$ cat config.mk
export PLATFORM = sky130hd
export DESIGN_NAME = bccl_top
export DESIGN_NICKNAME = d
export VERILOG_FILES = /design/src/verilog/bccl_top.v
export VERILOG_INCLUDE_DIRS = /design/src /design/src/include
export SDC_FILE = /design/constraint.sdc
export NUM_CORES = 1
export LEC_CHECK = 0
export BUFFER_PORTS_ARGS = -buffer_cell sky130_fd_sc_hd__buf_2
export CORE_MARGIN = 1.5
export CORE_UTILIZATION = 60
export CTS_BUF_LIST = sky130_fd_sc_hd__clkbuf_8
export DETAILED_ROUTE_END_ITERATION = 8
export GPL_TIMING_DRIVEN = 0
export MAX_ROUTING_LAYER = met4
export PLACE_DENSITY = 0.94
export SLEW_MARGIN = 20
export SYNTH_ARGS = -nofsm -noshare
export SYNTH_HDL_FRONTEND = slang
export SYNTH_SLANG_ARGS = --single-unit
$ cat constraint.sdc
create_clock -name core_clk_in -period 5.9 [get_ports core_clk_in]
set_input_delay 1.475 -clock core_clk_in [delete_from_list [all_inputs] [get_ports core_clk_in]]
set_output_delay 1.475 -clock core_clk_in [all_outputs]
set_load 0.1 [all_outputs]
$ cat src/include/bccl_consts.vh
// constants for the breaker coil control logic
`ifndef BCCL_CONSTS_VH
`define BCCL_CONSTS_VH

// ************************************************************
// apb register offsets (byte addresses)
// ************************************************************
`define BCCL_OFS_CTRL     12'h000
`define BCCL_OFS_STATUS   12'h004
`define BCCL_OFS_TIMEOUT  12'h008

// ************************************************************
// field positions
// ************************************************************
`define BCCL_CTRL_FLT_CLR   0
`define BCCL_CTRL_SW_OPEN   1
`define BCCL_CTRL_SW_CLOSE  2
`define BCCL_ST_IS_OPEN     0
`define BCCL_ST_IS_CLOSED   1
`define BCCL_ST_READY       2
`define BCCL_ST_OP_FAULT    3
`define BCCL_ST_SENS_FAULT  4
`define BCCL_ST_CLOSE_COIL  5
`define BCCL_ST_OPEN_COIL   6
`define BCCL_ST_AUX_OK      7
`define BCCL_ST_ENERGY_OK   8
`define BCCL_ST_CLOSE_ARMED 9

// ************************************************************
// timing: 20 mhz clock, times in ms
// ************************************************************
`define BCCL_CLK_KHZ          20
`define BCCL_CLOSE_TRAVEL_MS  55
`define BCCL_OPEN_TRAVEL_MS   40
`define BCCL_TRAVEL_MARGIN    3
// default coil timeout covers margin times the longer travel
`define BCCL_COIL_TMO_CYC     (`BCCL_CLOSE_TRAVEL_MS * `BCCL_CLK_KHZ * 1000 * `BCCL_TRAVEL_MARGIN)
// sensor disagreement longer than margin times the open travel flags a fault
`define BCCL_SENS_TMO_CYC     (`BCCL_OPEN_TRAVEL_MS * `BCCL_CLK_KHZ * 1000 * `BCCL_TRAVEL_MARGIN)

`endif

$ cat src/verilog/bccl_top.v
// breaker coil control logic with apb register slave
//
// The register offsets and the APB interface to the registers were left to the implementer.
`timescale 1ns/100ps
`include "bccl_consts.vh"
//
// Contract
// - no coil operation without auxiliary power
// - start only with enough stored energy
// - switch only from defined limit position
// - close coil only from open, energy ok
// - open coil only from closed, energy ok
// - simultaneous open beats close
// - close block stops closing, not opening
// - held close plus open: one cycle only
// - reclose needs close released then reasserted
// - coil off once target position reached
// - energy need depends on present position
// - remote contacts and pushbuttons both command
// - position comes from two proximity sensors
// - implausible sensor pair flags system fault
// - timing covers 55 ms close, 40 ms open
// - drive ready indicator output
// - watch capacitor level continuously
// - ignore close while truck between positions
module bccl_top #(
    parameter [31:0] COIL_TMO_CYC = `BCCL_COIL_TMO_CYC,  // coil supervision timeout
    parameter [31:0] SENS_TMO_CYC = `BCCL_SENS_TMO_CYC   // sensor disagreement timeout
) (
    input  wire        core_clk_in,
    input  wire        reset_n_in,
    input  wire        aux_power_ok_in,        // converter supply present
    input  wire        energy_close_open_in,   // capacitor covers close plus open
    input  wire        energy_open_in,         // capacitor covers one open
    input  wire        sens_open_in,           // open limit proximity sensor
    input  wire        sens_closed_in,         // closed limit proximity sensor
    input  wire        remote_close_in,        // remote momentary close contact
    input  wire        remote_open_in,         // remote momentary open contact
    input  wire        pb_close_in,            // front panel close button
    input  wire        pb_open_in,             // front panel open button
    input  wire        close_block_in,         // external close block
    input  wire        truck_in_position_in,   // truck at a positive rack position
    input  wire        psel,
    input  wire        penable,
    input  wire        pwrite,
    input  wire [11:0] paddr,
    input  wire [31:0] pwdata,
    output reg  [31:0] prdata,
    output reg         pready,
    output reg         pslverr,
    output reg         close_coil_out,         // close coil drive
    output reg         open_coil_out,          // open coil drive
    output reg         ready_out,              // switching readiness lamp
    output reg         op_fault_out,           // operation fault latched
    output reg         sens_fault_out          // sensor fault latched
);

    // ************************************************************
    // input synchronisers: three stages, change on stages 2/3 agree
    // ************************************************************
    localparam NIN = 11;
    wire [NIN-1:0] raw_in = {truck_in_position_in, close_block_in, pb_open_in, pb_close_in,
                             remote_open_in, remote_close_in, sens_closed_in, sens_open_in,
                             energy_open_in, energy_close_open_in, aux_power_ok_in};
    reg  [NIN-1:0] s1_reg;      // first stage, read only by s2
    reg  [NIN-1:0] s2_reg;      // second stage
    reg  [NIN-1:0] s3_reg;      // third stage
    reg  [NIN-1:0] filt_reg;    // accepted level
    // a bit may change only while stages two and three agree
    wire [NIN-1:0] agree = ~(s2_reg ^ s3_reg);
    // sample the pins into three stages and filter
    always @(posedge core_clk_in) begin
        if (!reset_n_in) begin
            s1_reg   <= {NIN{1'b0}};
            s2_reg   <= {NIN{1'b0}};
            s3_reg   <= {NIN{1'b0}};
            filt_reg <= {NIN{1'b0}};
        end else begin
            s1_reg   <= raw_in;
            s2_reg   <= s1_reg;
            s3_reg   <= s2_reg;
            // take stage three where it agrees, else hold
            filt_reg <= (filt_reg & ~agree) | (s3_reg & agree);
        end
    end

    // filtered condition and position flags
    wire aux_ok   = filt_reg[0];                 // auxiliary power present
    wire en_co    = filt_reg[1];                 // energy for close plus open
    wire en_o     = filt_reg[2];                 // energy for one open
    wire is_open  = filt_reg[3] & ~filt_reg[4];
    wire is_closd = filt_reg[4] & ~filt_reg[3];
    wire truck_ok = filt_reg[10];                // truck at a rack position

    // ************************************************************
    // shared helpers
    // ************************************************************
    // one-step increment used by the coil and sensor timers
    function [31:0] cnt_inc;
        input [31:0] value;  // present count
        begin
            cnt_inc = value + 32'h0000_0001;
        end
    endfunction

    // one-hot register select: ctrl, status, timeout; zero if unmapped
    function [2:0] reg_sel;
        input [11:0] addr;  // apb byte address
        begin
            if (addr == `BCCL_OFS_CTRL) begin
                reg_sel = 3'b001;
            end else if (addr == `BCCL_OFS_STATUS) begin
                reg_sel = 3'b010;
            end else if (addr == `BCCL_OFS_TIMEOUT) begin
                reg_sel = 3'b100;
            end else begin
                reg_sel = 3'b000;
            end
        end
    endfunction

    // ************************************************************
    // apb registers
    // ************************************************************
    reg        sw_close_reg;   // software close pulse
    reg        sw_open_reg;    // software open pulse
    reg        flt_clr_reg;    // fault clear pulse
    reg [31:0] tmo_reg;        // coil timeout in cycles

    // apb strobes: access completes when pready is sampled high
    wire       apb_acc = psel & penable & pready;  // transfer taken
    wire       apb_wr  = apb_acc & pwrite;         // write taken
    wire [2:0] sel     = reg_sel(paddr);           // decoded register

    // command merge: remote contacts, buttons, software
    wire close_cmd = filt_reg[5] | filt_reg[7] | sw_close_reg;
    wire open_cmd  = filt_reg[6] | filt_reg[8] | sw_open_reg;

    // ************************************************************
    // coil state machine, one-hot
    // ************************************************************
    // one-hot coil states
    localparam [2:0] ST_IDLE  = 3'b001;
    localparam [2:0] ST_CLOSE = 3'b010;
    localparam [2:0] ST_OPEN  = 3'b100;
    // state and supervision registers
    reg [2:0]  state_reg;
    reg [2:0]  state_next;
    reg [31:0] coil_cnt_reg;      // cycles the coil has been on
    reg [31:0] sens_cnt_reg;      // idle cycles sensors show no limit
    reg        close_armed_reg;   // close seen released since last close
    reg        op_fault_reg;
    reg        sens_fault_reg;

    // energy need depends on present position
    wire energy_ok = is_open ? en_co : (is_closd ? en_o : 1'b0);
    wire healthy   = aux_ok & ~op_fault_reg & ~sens_fault_reg;
    wire can_close = healthy & is_open & en_co & truck_ok & ~filt_reg[9]
                     & close_cmd & ~open_cmd & close_armed_reg;
    wire can_open  = healthy & is_closd & en_o & open_cmd;
    wire coil_tmo  = (coil_cnt_reg >= tmo_reg);

    // next state logic
    always @* begin
        state_next = state_reg;
        case (state_reg)
            ST_IDLE: begin
                if (can_open) begin
                    state_next = ST_OPEN;
                end else if (can_close) begin
                    state_next = ST_CLOSE;
                end
            end
            ST_CLOSE: begin
                if (is_closd || coil_tmo || !aux_ok) begin
                    state_next = ST_IDLE;
                end
            end
            ST_OPEN: begin
                if (is_open || coil_tmo || !aux_ok) begin
                    state_next = ST_IDLE;
                end
            end
            default: begin
                state_next = ST_IDLE;
            end
        endcase
    end

    // state, counters, anti-pumping and faults
    always @(posedge core_clk_in) begin
        if (!reset_n_in) begin
            state_reg       <= ST_IDLE;
            coil_cnt_reg    <= 32'h0000_0000;
            sens_cnt_reg    <= 32'h0000_0000;
            close_armed_reg <= 1'b0;
            op_fault_reg    <= 1'b0;
            sens_fault_reg  <= 1'b0;
        end else begin
            state_reg <= state_next;
            // coil on-time count
            if (state_reg == ST_IDLE) begin
                coil_cnt_reg <= 32'h0000_0000;
            end else begin
                coil_cnt_reg <= cnt_inc(coil_cnt_reg);
            end
            // anti-pumping: disarm on close start, rearm on release
            if (state_reg == ST_IDLE && state_next == ST_CLOSE) begin
                close_armed_reg <= 1'b0;
            end else if (!close_cmd) begin
                close_armed_reg <= 1'b1;
            end
            // operation fault: set wins over clear
            if (state_reg != ST_IDLE && coil_tmo && !(is_open && state_reg == ST_OPEN)
                && !(is_closd && state_reg == ST_CLOSE)) begin
                op_fault_reg <= 1'b1;
            end else if (flt_clr_reg) begin
                op_fault_reg <= 1'b0;
            end
            // sensor plausibility: both on, or neither beyond travel time
            if (filt_reg[3] && filt_reg[4]) begin
                sens_cnt_reg <= SENS_TMO_CYC;
            end else if (is_open || is_closd) begin
                sens_cnt_reg <= 32'h0000_0000;
            end else if (state_reg == ST_IDLE && sens_cnt_reg < SENS_TMO_CYC) begin
                sens_cnt_reg <= cnt_inc(sens_cnt_reg);
            end
            if (sens_cnt_reg >= SENS_TMO_CYC) begin
                sens_fault_reg <= 1'b1;
            end else if (flt_clr_reg) begin
                sens_fault_reg <= 1'b0;
            end
        end
    end

    // registered outputs
    always @(posedge core_clk_in) begin
        if (!reset_n_in) begin
            close_coil_out <= 1'b0;
            open_coil_out  <= 1'b0;
            ready_out      <= 1'b0;
            op_fault_out   <= 1'b0;
            sens_fault_out <= 1'b0;
        end else begin
            close_coil_out <= (state_next == ST_CLOSE);
            open_coil_out  <= (state_next == ST_OPEN);
            ready_out      <= healthy & (is_open | is_closd) & energy_ok;
            // fault flags mirrored from their latches
            op_fault_out   <= op_fault_reg;
            sens_fault_out <= sens_fault_reg;
        end
    end

    // ************************************************************
    // apb slave, one wait state per access
    // ************************************************************
    // status word, one bit per condition
    wire [31:0] status_word = {22'h000000, close_armed_reg, energy_ok, aux_ok,
                               open_coil_out, close_coil_out, sens_fault_reg,
                               op_fault_reg, ready_out, is_closd, is_open};

    always @(posedge core_clk_in) begin
        if (!reset_n_in) begin
            pready       <= 1'b0;
            pslverr      <= 1'b0;
            prdata       <= 32'h0000_0000;
            sw_close_reg <= 1'b0;
            sw_open_reg  <= 1'b0;
            flt_clr_reg  <= 1'b0;
            tmo_reg      <= COIL_TMO_CYC;
        end else begin
            // command bits are single-cycle pulses
            sw_close_reg <= 1'b0;
            sw_open_reg  <= 1'b0;
            flt_clr_reg  <= 1'b0;
            pready       <= psel & penable & ~pready;
            pslverr      <= 1'b0;
            if (psel && penable && !pready) begin
                // address decode
                if (sel[0]) begin
                    prdata <= 32'h0000_0000;
                end else if (sel[1]) begin
                    prdata <= status_word;
                end else if (sel[2]) begin
                    prdata <= tmo_reg;
                end else begin
                    prdata  <= 32'h0000_0000;
                    pslverr <= 1'b1;
                end
            end
            if (apb_wr) begin
                if (sel[0]) begin
                    flt_clr_reg  <= pwdata[`BCCL_CTRL_FLT_CLR];
                    sw_open_reg  <= pwdata[`BCCL_CTRL_SW_OPEN];
                    sw_close_reg <= pwdata[`BCCL_CTRL_SW_CLOSE];
                end else if (sel[2]) begin
                    tmo_reg <= pwdata;
                end
            end
        end
    end

endmodule // bccl_top

==> metrics list <==
* Outcome: finished, final reports clean
- Global-route wire length before repair: between 30000 and 40000 µm
- Top area cells in the synthesized netlist: sky130_fd_sc_hd__dfxtp_1 (47%), sky130_fd_sc_hd__nand2_1 (6.6%), sky130_fd_sc_hd__ha_1 (6.1%)
- Summed over all layers, the routed wires come to 19230 µm.
* Final nets: 1128
* Switching power: 555.8 µW
* Proportion of power drawn by combinational gates: 0.040
* Setup total negative slack: 0 ns
- Of the synthesized area, sequential elements account for 0.4736.
- DRC: 0
* Part of the cycle the worst path needs: 0.5002
- Synth-to-Final Area Change: 13.57%
- For the finished layout, the period the worst path requires is 2.951 ns.
- Worst-skew pair later-pin latency: 0.49 ns
* WL/cell: 15.84 µm
* Remaining antenna violation count after routing: 0
- Diodes inserted: 0
- Setup crit start kind: primary input
* Final Worst Setup Slack: 2.949 ns
* Flip-flop and latch count after synthesis: 188
- Critical Setup Path Class: primary input to flip-flop
- The library cell used most frequently in the layout, excluding fill and tap cells, is sky130_fd_sc_hd__dfxtp_1.
* Worst EP arrival: 3.30 ns
- Post-synthesis area per instance: between 8 and 9 µm²
- Pre-CTS setup slack: 2.473 ns
- Max-capacitance violation count: 0
* Post-CTS Hold Fix Bufs: 0
- The internal portion of the total power is roughly 1.6 mW.
- In the global route stage, met1 resource usage came out at 0.3288.
* Total power per unit cell area: around 240 mW/mm²
* Clock power share: 0.370
* Core area: 0.01277 mm²
- In this run the core area contains 41 standard-cell rows.
* Worst ir drop on vdd: 0.2357 mV
* DIE AREA: 0.01394 mm²
- Along the worst path, the maximum fanout reaches 10.
- The worst setup path is captured at a flip-flop.
* Critical path launch point: paddr[5]
- Hold timing on the final database bottoms out at a slack of 0.4424 ns.
- Share of total power consumed by net switching: 0.2544
- Number of sinks handled by clock tree synthesis: 188
- Met3 Resource Use GR: 0.06686
* CTS max path bufs: 2
- In the final layout, the share of cells above drive strength 1 is 0.1555.
- Syn Nets: a little over 1000
- After clock tree synthesis, the repair step resized 0 gates.
* Fraction of registers with async set/reset: 0
* Number of endpoints failing setup at the final stage: 0
* Sequential fraction of design power: 0.590
- Buffer count from post-CTS setup fixing: 0
* Max-slew violation total from the final report: 0
- Length of the first detailed-routing pass in iterations: 5
- Die Height: 118.1 µm
- Max Freq: 0.3389 GHz
- Clock Pin Slew Worst Setup and Hold Paths: 0.10 ns
- RSZ-0062 raised after global routing: no
- In this run the number of H-tree levels came out at 4.
- Via density per instance: 5.659
- The share of synthesized area in the top cell type comes to 0.4736.
* R2R depth: 9
- The startpoint identified for the worst register-to-register timing path is tmo_reg[30].
- Starting Density: 0.6221
- Highest-count cells in the layout ignoring fill and taps: sky130_fd_sc_hd__dfxtp_1 (188), sky130_fd_sc_hd__nand2_1 (139), sky130_fd_sc_hd__buf_2 (107), sky130_fd_sc_hd__a21oi_1 (82), sky130_fd_sc_hd__nor2_1 (80)
- Final hold vios: 0
* Starting DRT DRC Count: 421
- Post-synthesis cell type count: 56
- Overall overflow remaining after global route: 0
- Entering global routing, the biggest net connects 19 pins.
- Via count of the first global-routing pass: 6556
- Ports placed on the boundary: 99
* Yosys warning total: 0
- For this run, global-route usage on met2 was measured as 0.4815.
* Cell Area, Synth: 0.007946 mm²
* Number of enable flip-flop cells after synthesis: 0
- Initial antenna violation count: 0
* Vias: around 7000
- The synthesized design spends more area on one cell type than any other, namely sky130_fd_sc_hd__dfxtp_1.
* Port buffer count: 98
- Hold Crit Class: flip-flop to flip-flop
- At the end of the flow the core is filled with cells to 0.7065.
- For the pin with the worst max-slew slack, the measured transition is approximately 0.83 ns.
- Post-Syn Instances: 912
* Setup clock skew after layout: approximately 0.011 ns
- The tree is rooted in a sky130_fd_sc_hd__clkbuf_8.
* Leakage component of the power: roughly 3.6 nW
* CTS tree: done
* GR peak layer: met2
* Post-detailed-placement half-perimeter wirelength: roughly 14000 µm
* Capture instance of the worst register-to-register path: state_reg[1]
* Number of clock buffers inserted by TritonCTS: 17
* R2R Setup Slk: 3.37 ns
- Post-synth top flop: sky130_fd_sc_hd__dfxtp_1
- Capture point of the worst path: tmo_reg[3]
- At the end of routability-driven placement, the weighted congestion stood at 0.9519.
- For this run, the total global-route usage over all layers was measured as 0.2894.
- Design Power: 2.185 mW
- Overall die width: between 100 and 150 µm
- Crit path required time: 6.25 ns
* Max-slew headroom at the worst pin: 0.4439
-- worst max-delay path, stage by stage --
cell	delay, ns
sky130_fd_sc_hd__buf_2	0.10
sky130_fd_sc_hd__nor4_1	0.30
sky130_fd_sc_hd__nand3_1	0.17
sky130_fd_sc_hd__nor2_1	0.20
sky130_fd_sc_hd__and2_1	0.15
sky130_fd_sc_hd__buf_2	0.15
sky130_fd_sc_hd__nand2_1	0.16
sky130_fd_sc_hd__clkbuf_1	0.33
sky130_fd_sc_hd__nand2_1	0.17
sky130_fd_sc_hd__a21oi_1	0.08
-- cells in the mapped netlist, types with 2 or more instances --
cell	instances
sky130_fd_sc_hd__dfxtp_1	188
sky130_fd_sc_hd__nand2_1	139
sky130_fd_sc_hd__a21oi_1	82
sky130_fd_sc_hd__nor2_1	80
sky130_fd_sc_hd__and2_1	51
sky130_fd_sc_hd__nand3_1	48
sky130_fd_sc_hd__ha_1	39
sky130_fd_sc_hd__inv_1	38
sky130_fd_sc_hd__xor2_1	31
sky130_fd_sc_hd__clkbuf_1	28
sky130_fd_sc_hd__o21ai_0	18
sky130_fd_sc_hd__nor3_1	16
sky130_fd_sc_hd__and3_1	13
sky130_fd_sc_hd__nand4_1	12
sky130_fd_sc_hd__o211ai_1	10
sky130_fd_sc_hd__xnor2_1	10
sky130_fd_sc_hd__buf_2	9
sky130_fd_sc_hd__a22oi_1	8
sky130_fd_sc_hd__a2bb2oi_1	7
sky130_fd_sc_hd__nor4_1	7
sky130_fd_sc_hd__a221oi_1	6
sky130_fd_sc_hd__nor2b_1	6
sky130_fd_sc_hd__o22ai_1	6
sky130_fd_sc_hd__a211oi_1	5
sky130_fd_sc_hd__nand2b_1	5
sky130_fd_sc_hd__o21ai_1	4
sky130_fd_sc_hd__or3_1	4
sky130_fd_sc_hd__nor3b_1	3
sky130_fd_sc_hd__o21bai_1	3
sky130_fd_sc_hd__a21oi_2	2
sky130_fd_sc_hd__a31oi_1	2
sky130_fd_sc_hd__and4_1	2
sky130_fd_sc_hd__buf_6	2
sky130_fd_sc_hd__nand4_4	2
sky130_fd_sc_hd__nor2_2	2
sky130_fd_sc_hd__nor4_4	2
sky130_fd_sc_hd__o311a_1	2
sky130_fd_sc_hd__or2_2	2
-- layer usage --
metal  vias to the layer above  share of wire
met5                         -              0
met4                         0          0.040
met3                        74          0.066
met2                       275           0.49
met1                      3175           0.41
li1                       3346              -
-- power groups by stage --
stage | logic (mW) | registers, mW | clock network [mW]
2_1_floorplan | 0.0351 | 1.33 | 0
3_3_place_gp | 0.0841 | 1.32 | 0
3_5_place_dp | 0.0858 | 1.32 | 0
4_1_cts | 0.0866 | 1.29 | 0.816
5_1_grt | 0.0945 | 1.29 | 0.870
6_report | 0.0871 | 1.29 | 0.809
-- kinds of logic after synthesis --
logic type               share of synthesized area
buffers and inverters                      0.04157
adder cells (fa/ha/maj)                    0.06141
AO/OA/AOI/OAI                               0.1285
flip-flops                                  0.4736
AND/OR/NAND/NOR                             0.2497
XOR/XNOR                                   0.04519
-- area by class of cell --
type | count | area, µm²
multi-input combinational | 644 | 3852
sequential | 188 | 3764
fill | 926 | 3749
timing repair buffer | 98 | 490.5
clock buffer | 18 | 247.7
tap | 172 | 215.2
buffer | 41 | 183.9
inverter | 39 | 146.4
clock inverter | 14 | 125.1
-- stage by stage --
| stage | cells | area (µm²) |
|---|---|---|
| 2_1_floorplan | 912 | 7946 |
| 3_3_place_gp | 1182 | 8652 |
| 3_5_place_dp | 1182 | 8652 |
| 4_1_cts | 1214 | 9025 |
| 5_1_grt | 1214 | 9025 |
| 6_report | 1214 | 9025 |
-- how the worst min path moves through the flow --
stage,start,to,slack [ns],depth (start not counted)
after floorplan,s1_reg[0],s2_reg[0],0.41,1
after global placement,s1_reg[6],s2_reg[6],0.42,1
after detailed placement,s1_reg[10],s2_reg[10],0.42,1
after CTS,s1_reg[10],s2_reg[10],0.44,1
after global routing,s1_reg[5],s2_reg[5],0.46,1
final,s1_reg[10],s2_reg[10],0.44,1
Note: power is estimated with default switching activity, not from simulation.
